$ cat config.mk
export PLATFORM = sky130hd
export DESIGN_NAME = pfgh_function_select
export DESIGN_NICKNAME = d
export VERILOG_FILES = /design/src/shared/pfgh_pkg.sv /design/src/logic/pfgh_function_select.sv /design/src/logic/pfgh_sync.sv /design/src/logic/pfgh_pin_decode.sv
export SDC_FILE = /design/constraint.sdc
export NUM_CORES = 1
export LEC_CHECK = 0
export BUFFER_PORTS_ARGS = -buffer_cell sky130_fd_sc_hd__buf_2
export CORE_MARGIN = 4
export CORE_UTILIZATION = 40
export CTS_CLUSTER_DIAMETER = 120
export CTS_CLUSTER_SIZE = 30
export DETAILED_ROUTE_END_ITERATION = 12
export PLACE_DENSITY_LB_ADDON = 0.12
export RECOVER_POWER = 25
export SLEW_MARGIN = 20
export SYNTH_ARGS = -nofsm -noshare
export SYNTH_HDL_FRONTEND = slang
export SYNTH_SLANG_ARGS = --single-unit
export TNS_END_PERCENT = 100
$ cat constraint.sdc
create_clock -name i_core_clk -period 2.5 [get_ports i_core_clk]
set_input_delay 0.25 -clock i_core_clk [delete_from_list [all_inputs] [get_ports i_core_clk]]
set_output_delay 0.25 -clock i_core_clk [all_outputs]
set_load 0.01 [all_outputs]
$ cat src/shared/pfgh_pkg.sv
// Package: register map, reset values and pin-mode encodings of the port F/G/H function select
package pfgh_pkg;
  localparam int PFGH_REG_W = 16;
  localparam int PFGH_PINS = 8;
  // Byte offsets on the register bus
  localparam logic [11:0] PFGH_OFF_F = 12'h000;
  localparam logic [11:0] PFGH_OFF_G = 12'h004;
  localparam logic [11:0] PFGH_OFF_H = 12'h008;
  // Power-on reset values, emulator select high / low
  localparam logic [15:0] PFGH_RST_EMU = 16'haaaa;
  localparam logic [15:0] PFGH_RST_F_LO = 16'h00aa;
  localparam logic [15:0] PFGH_RST_G_LO = 16'ha200;
  localparam logic [15:0] PFGH_RST_H_LO = 16'h8aaa;
  // Mode field codes
  localparam logic [1:0] PFGH_MD_ALT = 2'h0;
  localparam logic [1:0] PFGH_MD_OUT = 2'h1;
  localparam logic [1:0] PFGH_MD_PU_ON = 2'h2;
  localparam logic [1:0] PFGH_MD_PU_OFF = 2'h3;
  // Pin kinds that change how code 00 and 01 decode
  localparam logic [1:0] PFGH_KIND_PLAIN = 2'h0;
  localparam logic [1:0] PFGH_KIND_EMU = 2'h1;
  localparam logic [1:0] PFGH_KIND_NOALT = 2'h2;
  localparam logic [1:0] PFGH_KIND_OUT = 2'h3;
  // Decoded per-pin controls
  typedef struct packed {
    logic alt_sel;
    logic out_en;
    logic in_sel;
    logic pullup_en;
    logic reserved;
  } pfgh_pin_ctl_t;
  // AHB-Lite slave inputs
  typedef struct packed {
    logic hsel;
    logic [11:0] haddr;
    logic [1:0] htrans;
    logic hwrite;
    logic [2:0] hsize;
    logic hready;
    logic [31:0] hwdata;
  } pfgh_ahb_req_t;
endpackage

$ cat src/logic/pfgh_function_select.sv
// Port F/G/H pin function select registers with AHB-Lite slave and per-pin decode
//
// The register offsets and the AHB-Lite register port were decided locally.
`timescale 1ns/1ps

//
// Contract
// - Three 16-bit control registers, every bit readable and writable.
// - Port F power-on value AAAA with emulator select high, 00AA low.
// - Port G power-on value AAAA with emulator select high, A200 low.
// - Port H power-on value AAAA with emulator select high, 8AAA low.
// - Manual reset and standby leave all three registers unchanged.
// - Pin n mode field sits at bits 2n+1 and 2n.
// - Port F: 00 alternate, 01 reserved, 10 pull-up input, 11 plain input.
// - Port G pins 0-3,5: code 00 is alternate only with emulator select low.
// - Port G pins 4,6 alternate on 00; pin 7 reserved on 00.
// - Port H pin 7: 00 alternate, 01 output, 10 pull-up input, 11 input.
// - Port H pins 0-6 reserve 01; pin 6 depends on emulator select.
module pfgh_function_select (
  // Clock, reset and enable
  input wire logic i_core_clk,
  input wire logic i_reset,
  input wire logic i_ce,
  input wire logic i_manual_reset,
  input wire logic i_standby,
  // Emulator select pin
  input wire logic i_emulator_select_input,
  // AHB-Lite slave
  input wire pfgh_pkg::pfgh_ahb_req_t i_ahb,
  output logic o_hreadyout,
  output logic o_hresp,
  output logic [31:0] o_hrdata,
  // Per-pin controls, index 8*port+pin with F=0, G=1, H=2
  output logic [23:0] o_alt_sel,
  output logic [23:0] o_out_en,
  output logic [23:0] o_in_sel,
  output logic [23:0] o_pullup_en,
  output logic [23:0] o_reserved_sel
);
  import pfgh_pkg::*;

  typedef struct packed {
    logic [15:0] f_sel;
    logic [15:0] g_sel;
    logic [15:0] h_sel;
    logic emu_lat;
    logic por_pend;
    logic wr_pend;
    logic [11:0] wr_addr;
    logic [31:0] rdata;
  } pfgh_state_t;

  pfgh_state_t state_reg, state_next;
  logic emu_sync;
  logic addr_phase;
  logic [15:0] wdata16;
  logic [1:0] kind [0:23];
  logic [47:0] all_sel;

  // Pin from outside the clock domain passes two flops first
  pfgh_sync u_emu_sync (
    .i_core_clk(i_core_clk),
    .i_reset(1'b0),
    .i_ce(i_ce),
    .i_async(i_emulator_select_input),
    .o_sync(emu_sync)
  );

  assign addr_phase = i_ahb.hsel && i_ahb.hready && i_ahb.htrans[1];
  assign wdata16 = i_ahb.hwdata[15:0];

  // i_reset is the power-on reset; manual reset and standby are not reset inputs here
  always_comb begin
    state_next = state_reg;
    if (i_ce) begin
      state_next.wr_pend = 1'b0;
      // Data phase of a write: update the addressed register
      if (state_reg.wr_pend) begin
        if (state_reg.wr_addr == PFGH_OFF_F) begin
          state_next.f_sel = wdata16;
        end else if (state_reg.wr_addr == PFGH_OFF_G) begin
          state_next.g_sel = wdata16;
        end else if (state_reg.wr_addr == PFGH_OFF_H) begin
          state_next.h_sel = wdata16;
        end
      end
      // Address phase: latch writes, register read data
      if (addr_phase) begin
        state_next.wr_pend = i_ahb.hwrite;
        state_next.wr_addr = {i_ahb.haddr[11:2], 2'b00};
        if (!i_ahb.hwrite) begin
          if ({i_ahb.haddr[11:2], 2'b00} == PFGH_OFF_F) begin
            state_next.rdata = {16'h0000, state_next.f_sel};
          end else if ({i_ahb.haddr[11:2], 2'b00} == PFGH_OFF_G) begin
            state_next.rdata = {16'h0000, state_next.g_sel};
          end else if ({i_ahb.haddr[11:2], 2'b00} == PFGH_OFF_H) begin
            state_next.rdata = {16'h0000, state_next.h_sel};
          end else begin
            state_next.rdata = 32'h00000000; // Unmapped reads as zero
          end
        end
      end
      // Load reset values from the synchronised strap on the first enabled edge after release
      if (state_reg.por_pend) begin
        state_next.por_pend = 1'b0;
        state_next.emu_lat = emu_sync;
        state_next.f_sel = emu_sync ? PFGH_RST_EMU : PFGH_RST_F_LO;
        state_next.g_sel = emu_sync ? PFGH_RST_EMU : PFGH_RST_G_LO;
        state_next.h_sel = emu_sync ? PFGH_RST_EMU : PFGH_RST_H_LO;
      end
    end
  end

  // Only the power-on reset touches the registers; manual reset and standby do not
  always_ff @(posedge i_core_clk) begin
    if (i_reset) begin
      state_reg.f_sel <= PFGH_RST_EMU;
      state_reg.g_sel <= PFGH_RST_EMU;
      state_reg.h_sel <= PFGH_RST_EMU;
      state_reg.emu_lat <= 1'b1;
      state_reg.por_pend <= 1'b1;
      state_reg.wr_pend <= 1'b0;
      state_reg.wr_addr <= 12'h000;
      state_reg.rdata <= 32'h00000000;
    end else begin
      state_reg <= state_next;
    end
  end

  // Zero-wait slave, always OKAY
  assign o_hreadyout = 1'b1;
  assign o_hresp = 1'b0;
  assign o_hrdata = state_reg.rdata;

  // Pin kinds per port; pin 6 of port H and G pins 0-3,5 follow emulator select
  always_comb begin
    for (int p = 0; p < 24; p++) begin
      kind[p] = PFGH_KIND_PLAIN;
    end
    for (int p = 8; p < 12; p++) begin
      kind[p] = PFGH_KIND_EMU;
    end
    kind[13] = PFGH_KIND_EMU;
    kind[15] = PFGH_KIND_NOALT;
    kind[22] = PFGH_KIND_EMU;
    kind[23] = PFGH_KIND_OUT;
  end

  assign all_sel = {state_reg.h_sel, state_reg.g_sel, state_reg.f_sel};

  // One decoder per pin, field at bits 2n+1:2n; outputs follow the register
  for (genvar p = 0; p < 24; p++) begin : g_pin
    pfgh_pin_ctl_t ctl;
    pfgh_pin_decode u_dec (
      .i_kind(kind[p]),
      .i_emu(state_reg.emu_lat),
      .i_mode(all_sel[2*p+1:2*p]),
      .o_ctl(ctl)
    );
    assign o_alt_sel[p] = ctl.alt_sel;
    assign o_out_en[p] = ctl.out_en;
    assign o_in_sel[p] = ctl.in_sel;
    assign o_pullup_en[p] = ctl.pullup_en;
    assign o_reserved_sel[p] = ctl.reserved;
  end
endmodule

$ cat src/logic/pfgh_sync.sv
// Two-flop synchroniser for a pin-level input
`timescale 1ns/1ps
module pfgh_sync (
  // Clock and control
  input wire logic i_core_clk,
  input wire logic i_reset,
  input wire logic i_ce,
  // Level
  input wire logic i_async,
  output logic o_sync
);
  typedef struct packed {
    logic meta;
    logic sync;
  } pfgh_sync_st_t;
  pfgh_sync_st_t state_reg, state_next;

  // First flop feeds only the second
  always_comb begin
    state_next = state_reg;
    if (i_ce) begin
      state_next.meta = i_async;
      state_next.sync = state_reg.meta;
    end
  end

  always_ff @(posedge i_core_clk) begin
    if (i_reset) begin
      state_reg <= '0;
    end else begin
      state_reg <= state_next;
    end
  end

  assign o_sync = state_reg.sync;
endmodule

$ cat src/logic/pfgh_pin_decode.sv
// Decode one two-bit pin mode field into mux select and pull-up controls
`timescale 1ns/1ps
module pfgh_pin_decode (
  // Pin kind and emulator level
  input wire logic [1:0] i_kind,
  input wire logic i_emu,
  // Field and result
  input wire logic [1:0] i_mode,
  output pfgh_pkg::pfgh_pin_ctl_t o_ctl
);
  import pfgh_pkg::*;

  // Unsupported codes yield a safe input-with-pull-up-off and raise reserved
  always_comb begin
    o_ctl = '0;
    case (i_mode)
      PFGH_MD_ALT: begin
        if (i_kind == PFGH_KIND_NOALT || (i_kind == PFGH_KIND_EMU && i_emu)) begin
          o_ctl.reserved = 1'b1;
          o_ctl.in_sel = 1'b1;
        end else begin
          o_ctl.alt_sel = 1'b1;
        end
      end
      PFGH_MD_OUT: begin
        if (i_kind == PFGH_KIND_OUT) begin
          o_ctl.out_en = 1'b1;
        end else begin
          o_ctl.reserved = 1'b1;
          o_ctl.in_sel = 1'b1;
        end
      end
      PFGH_MD_PU_ON: begin
        o_ctl.in_sel = 1'b1;
        o_ctl.pullup_en = 1'b1;
      end
      default: begin
        o_ctl.in_sel = 1'b1;
      end
    endcase
  end
endmodule

==> results of run 1 <==
-- kinds of logic (layout without fill, tap and decap cells) --
logic type / count (synthesis) / in the layout / synth area share, %
flip-flops: 79 / 79 / 32.4
AND/OR/NAND/NOR: 217 / 217 / 21.8
buffers and inverters: 138 / 225 / 16.0
other: 2 / 44 / 0.152
multiplexers: 29 / 29 / 5.88
AO/OA/AOI/OAI: 148 / 148 / 23.8
-- power by group --
group | internal, mW | total, mW | switching (mW)
clock network | 0.733 | 1.25 | 0.515
registers | 1.29 | 1.32 | 0.0341
logic | 0.0989 | 0.310 | 0.211
-- synth_stat cells, types with 3 or more instances --
master     number  area share [%]
nand2_1        91             6.9
dfxtp_1        77              31
buf_4          62             9.4
inv_1          43             3.3
nor2_1         42             3.2
a21oi_1        40             4.1
mux2i_1        29             5.9
nor2b_1        28             3.5
a22oi_1        22             3.3
clkbuf_1       21             1.6
or2_2          14             1.8
o32ai_1        13             2.3
nand3_1        11             1.1
a221oi_2       10             3.0
o21ai_1        10             1.0
a2bb2oi_1       9             1.6
nor3_1          8            0.81
o21ai_2         8             1.4
a2bb2oi_2       7             2.1
a21boi_1        6            0.91
a221oi_1        6             1.1
buf_2           6            0.61
and2_1          5            0.63
buf_6           4            0.91
o221ai_1        4            0.71
a211o_1         3            0.53
a221o_1         3            0.61
-- worst register-to-register path: stages, from the launching register on --
cell and delay [ns]:
dfxtp_1 0.32, nor4_1 0.63, nand4b_1 0.23, and2_1 0.33
buf_4 0.26, a221oi_2 0.34, a2bb2oi_2 0.08
-- final timing paths --
path,depth (start not counted),from,slack (ns),end
max reg2reg,6,state_reg[36],0.20,o_hrdata[1]
min reg2reg,0,u_emu_sync.state_reg[1],0.43,u_emu_sync.o_sync
max,6,state_reg[36],0.20,o_hrdata[1]
min,1,i_emulator_select_input,0.1,u_emu_sync.state_reg[1]
-- layout make-up --
cell class / count / area share [%]
clock inverters: 4 / 0.492
inverters: 43 / 2.76
flip-flops and latches: 79 / 27.4
clock buffers: 12 / 4.41
multi-input cells: 438 / 46.5
well taps: 168 / 3.60
repair buffers: 166 / 14.9
-- metrics by stage --
stage | setup slack, ns | cell area (µm²) | hold slack, ns | power [mW]
5_1_grt | 0.0318 | 5850 | 0.0953 | 2.99
4_1_cts | 0.198 | 5890 | 0.0887 | 2.90
3_3_place_gp | 0.191 | 5600 | 0.404 | 1.65
2_1_floorplan | 0.490 | 5090 | 0.349 | 1.56
3_5_place_dp | 0.115 | 5600 | 0.417 | 1.65
6_report | 0.199 | 5850 | 0.0956 | 2.88
-- metal layers --
layer	wire length [µm]	track usage, %
met4	226	6.37
met3	1230	3.66
met2	7590	36.9
met1	6810	28.8
met5	0	0
==> results.md, run 1 <==
* Status: complete, no violations
* HP Class: in -> reg
* Setup Skew at 0.00883 ns
* Worst-margin pin slew at 0.741 ns
* Crit path max-delay cell type: nor4_1
* Unique masters post-synth at 52
* Slew Limit Fails at 0
* Fin crit share at 92.0%
* Total GRT Usage at a little over a fifth
* Pin count of the biggest net entering global routing at 42
* Via Count at about 4.7k
* Initial Utilization at 40.9%
* Clock sink count at between 70 and 80
* Rows at 40
* Root Buffer: clkbuf_16
* Worst EP arrival at 2.52 ns
* Top Ports at 212
* Worst setup SP type: flip-flop
* Clock transition at path regs at 0.06 ns
* Async SR Flop Fraction at 0%
* CP Cell Sequence: nor4_1 > nand4b_1 > and2_1 > buf_4 > a221oi_2 > a2bb2oi_2
* Fillers at 1246
* Multi-input gate area at 0.00272 mm²
* Worst-Skew Late Latency at about 0.34 ns
* Worst rel slew slack at 50.5%
* Dominant synthesized flop cell: dfxtp_1
* Crit-path max cell delay at 0.63 ns
* CP top delay family: simple AND/OR/NAND/NOR gates
* Crit path capture type: flip-flop
* Final hold violations at 0
* Buf/Inv on CP at 1
* Post-route DRC at 0
* Overall die height at between 100 and 150 µm
* Setup Fix Bufs, Post-CTS at 0
* Post-layout min period at 2.30 ns
* Fin Setup TNS at 0 ns
* Vias in the first global route at about 4.5k
* Die area at 0.0142 mm²
* Post-CTS sizing at 0
* Critical path class: reg -> reg
* Port Buf Inserts at between 100 and 150
* Share of cells above drive strength 1 at 26.4%
* HPWL after DPL at approximately 11 mm
* CP max FO at 10
* Num CTS Buffers at 9
* Post-synth EDFFs at 2
* Cells after DPL at a little under 900
* Worst Path Required at approximately 2.7 ns
* Initial antenna violation count at 0
* Seq/Total Area, Yosys at 32.4%
* Htree depth at 3
* Iter 0 DRT Violations at 398
* Setup-failing EPs final at 0
* CTS Buffer Depth at 2
* Number of synthesized register bits at 79
* Synth Warn # at 0
* Non-Filler Instances at 910
* Final GP Congestion at approximately 0.84
* Max frequency at 435 MHz
* Most frequent cells in the layout: buf_2, nand2_1, dfxtp_1, conb_1, inv_1
* Mapped Cells at 613
* Via density at between 5 and 6
* Core Util, Final at 48.5%
* Avg WL per Cell at 17.4 µm
* First-pass GRT wire length at 24.8 mm
* Pwr dens at between 400 and 500 mW/mm²
* MaxCap Viol Count at 0
* Die width at 119 µm
* Worst IR Drop VDD at 403 µV
* Diodes inserted at 0
* CTS Hold Bufs at 0
* Overflow after GRT at 0
* Commonest non-fill, non-tap cell in the layout: buf_2
* Final #Nets at 795
* Flip-flop count of the largest register after layout at 48
* RSZ-0062 raised after global routing: no
* Core footprint at around 0.012 mm²
* Mean Syn Cell Area at 8.05 µm²
* Post-route ant nets at 0
* WL final at 15.9 mm
* Layout area overhead at 18.4%
* CTS tree: done
* Register area at 0.00160 mm²
* Static Leak at between 2 and 2.5 nW
* First-pass detailed-route iteration total at 5
* Syn Std Cell Area at 0.00494 mm²
Power figures use the tool's default switching activity.
==> inputs of run 2 (changes only) <==
--- a/config.mk
+++ b/config.mk
@@ -7,7 +7,7 @@
 export LEC_CHECK = 0
 export BUFFER_PORTS_ARGS = -buffer_cell sky130_fd_sc_hd__buf_2
 export CORE_MARGIN = 4
-export CORE_UTILIZATION = 40
+export CORE_UTILIZATION = 49
 export CTS_CLUSTER_DIAMETER = 120
 export CTS_CLUSTER_SIZE = 30
 export DETAILED_ROUTE_END_ITERATION = 12
==> run 2 against run 1 <==
Sequential share of layout area up 0.56 points. Via count up 0.66%. Largest power group unchanged. First-iteration DRC count down 24%. Critical endpoint is now all_sel[45]. Clock power down 11%.
==> results.md, run 2 (synthesis results as in run 1) <==
* Worst setup SP type: flip-flop (unchanged)
* Setup Skew at 0.0109 ns (was 0.00883 ns)
* Die area at 0.0117 mm² (was 0.0142 mm²)
* CTS tree: done (unchanged)
* Overall die height at 108 µm (was 119 µm)
* Worst rel slew slack at 48.4% (was 50.5%)
* HPWL after DPL at 10.9 mm (was 11.4 mm)
* Via density at 5.46 (was 5.20)
* Setup-failing EPs final at 0 (unchanged)
* Post-layout min period at 2.26 ns (was 2.30 ns)
* Pwr dens at 477 mW/mm² (was 492 mW/mm²)
* Diodes inserted at 0 (unchanged)
* Share of cells above drive strength 1 at 26.5% (was 26.4%)
* Total GRT Usage at 25.3% (was 21.9%)
* CTS Hold Bufs at 0 (unchanged)
* Core footprint at 0.00977 mm² (was 0.0121 mm²)
* Worst-Skew Late Latency at 0.36 ns (was 0.34 ns)
* HP Class: in -> reg (unchanged)
* MaxCap Viol Count at 0 (unchanged)
* Slew Limit Fails at 0 (unchanged)
* Avg WL per Cell at 17.2 µm (was 17.4 µm)
* Die width at 108 µm (was 119 µm)
* Num CTS Buffers at 9 (unchanged)
* Final hold violations at 0 (unchanged)
* Static Leak at 2.35 nW (was 2.38 nW)
* Status: complete, no violations (unchanged)
* Cells after DPL at 857 (was 894)
* Hold depth at 1 (unchanged)
* CP top delay family: simple AND/OR/NAND/NOR gates (unchanged)
* Post-route ant nets at 0 (unchanged)
* Buf/Inv on CP at 1 (unchanged)
* Via Count at 4759 (was 4728)
* Final GP Congestion at 0.848 (was 0.840)
* Crit-path max cell delay at 0.65 ns (was 0.63 ns)
* Initial antenna violation count at 0 (unchanged)
* Crit path max-delay cell type: or4_1 (was nor4_1)
* Commonest non-fill, non-tap cell in the layout: buf_2 (unchanged)
* Most frequent cells in the layout: buf_2, nand2_1, dfxtp_1, conb_1, inv_1 (unchanged)
* Clock sink count at 79 (unchanged)
* Rows at 36 (was 40)
* Top Ports at 212 (unchanged)
* Fin Setup TNS at 0 ns (unchanged)
* First-pass detailed-route iteration total at 5 (unchanged)
* Vias in the first global route at 4481 (was 4517)
* Initial Utilization at 50.5% (was 40.9%)
* Post-route DRC at 0 (unchanged)
* WL final at 15.0 mm (was 15.9 mm)
* Worst hold margin at 0.0618 ns (was 0.0956 ns)
* Max frequency at 442 MHz (was 435 MHz)
* RSZ-0062 raised after global routing: no (unchanged)
* R2R cell count at 5 (was 6)
* Post-CTS sizing at 0 (unchanged)
* Worst EP arrival at 2.51 ns (was 2.52 ns)
* Worst-margin pin slew at 0.773 ns (was 0.741 ns)
* Fillers at 948 (was 1246)
* Htree depth at 3 (unchanged)
* Iter 0 DRT Violations at 301 (was 398)
* Critical path class: reg -> reg (unchanged)
* Clock transition at path regs at 0.09 ns (was 0.06 ns)
* Pin count of the biggest net entering global routing at 34 (was 42)
* Final #Nets at 793 (was 795)
* CP Cell Sequence: or4_1 > nor4_4 > buf_12 > o21ai_2 > a221o_1 (was nor4_1 > nand4b_1 > and2_1 > buf_4 > a221oi_2 > a2bb2oi_2)
* Worst Path Required at 2.74 ns (was 2.72 ns)
* Fin crit share at 90.6% (was 92.0%)
* CTS Buffer Depth at 2 (unchanged)
* Setup Fix Bufs, Post-CTS at 0 (unchanged)
* Non-Filler Instances at 872 (was 910)
* First-pass GRT wire length at 23.1 mm (was 24.8 mm)
* Worst IR Drop VDD at 272 µV (was 403 µV)
* Levels on crit path at 5 (was 6)
* Flip-flop count of the largest register after layout at 48 (unchanged)
* Port Buf Inserts at 143 (unchanged)
* CP max FO at 20 (was 10)
* Root Buffer: clkbuf_8 (was clkbuf_16)
* Overflow after GRT at 0 (unchanged)
* Crit path capture type: flip-flop (unchanged)
* Layout area overhead at 16.1% (was 18.4%)
## run 2: changes by cell type in the layout (fill, tap and decap cells not counted), sizes merged
| cell | change |
|---|---|
| inv | +1 |
| clkinvlp | -2 |
| buf | -1 |
| bufinv | +2 |
| clkbuf | -3 |
## run 2: final cells by class
cell class | instances | area, µm² | area share [%]
Clock inverter | 5 | 78.8 | 1.38
Sequential cell | 79 | 1600 | 27.9
Inverter | 43 | 161 | 2.82
Clock buffer | 10 | 149 | 2.60
Timing Repair Buffer | 164 | 856 | 14.9
Multi-Input combinational cell | 438 | 2720 | 47.4
Tap cell | 133 | 166 | 2.90
## run 2: metal layers
metal	vias up	global-route usage, %	part of all wire, %
li1	2276	-	-
met1	2217	32.4	42
met2	235	42.5	46
met3	31	4.42	9.2
met4	0	9.38	2.6
met5	-	0	0
## run 2: final timing paths
kind | endpoint | slack, ns | startpoint
worst max-delay path | all_sel[45] | 0.24 | state_reg[36]
worst min-delay path | u_emu_sync.state_reg[1] | 0.06 | i_emulator_select_input
worst min register to register | u_emu_sync.o_sync | 0.43 | u_emu_sync.state_reg[1]
worst max register to register | all_sel[45] | 0.24 | state_reg[36]
## run 2: power by group
| part | internal (mW) | leakage, nW | switching (mW) |
|---|---|---|---|
| Combinational | 0.0986 | 1.59 | 0.210 |
| Sequential | 1.28 | 0.644 | 0.0319 |
| Clock | 0.618 | 0.118 | 0.490 |
| Total | 2.00 | 2.35 | 0.732 |
## run 2: worst register-to-register path: stages, from the launching register on
cell and delay, ns:
dfxtp_1 0.33, or4_1 0.65, nor4_4 0.31, buf_12 0.23, o21ai_2 0.23, a221o_1 0.41
## run 2: per-stage QoR
stage / utilization [%] / cell area [µm²] / power [mW] / worst slack (ns)
6_report: 58.6 / 5730 / 2.73 / 0.235
3_5_place_dp: 56.7 / 5550 / 1.65 / 0.207
3_3_place_gp: 56.7 / 5550 / 1.64 / 0.255
2_1_floorplan: - / 5090 / 1.56 / 0.490
5_1_grt: 58.6 / 5730 / 2.83 / 0.149
4_1_cts: 59.1 / 5770 / 2.73 / 0.233
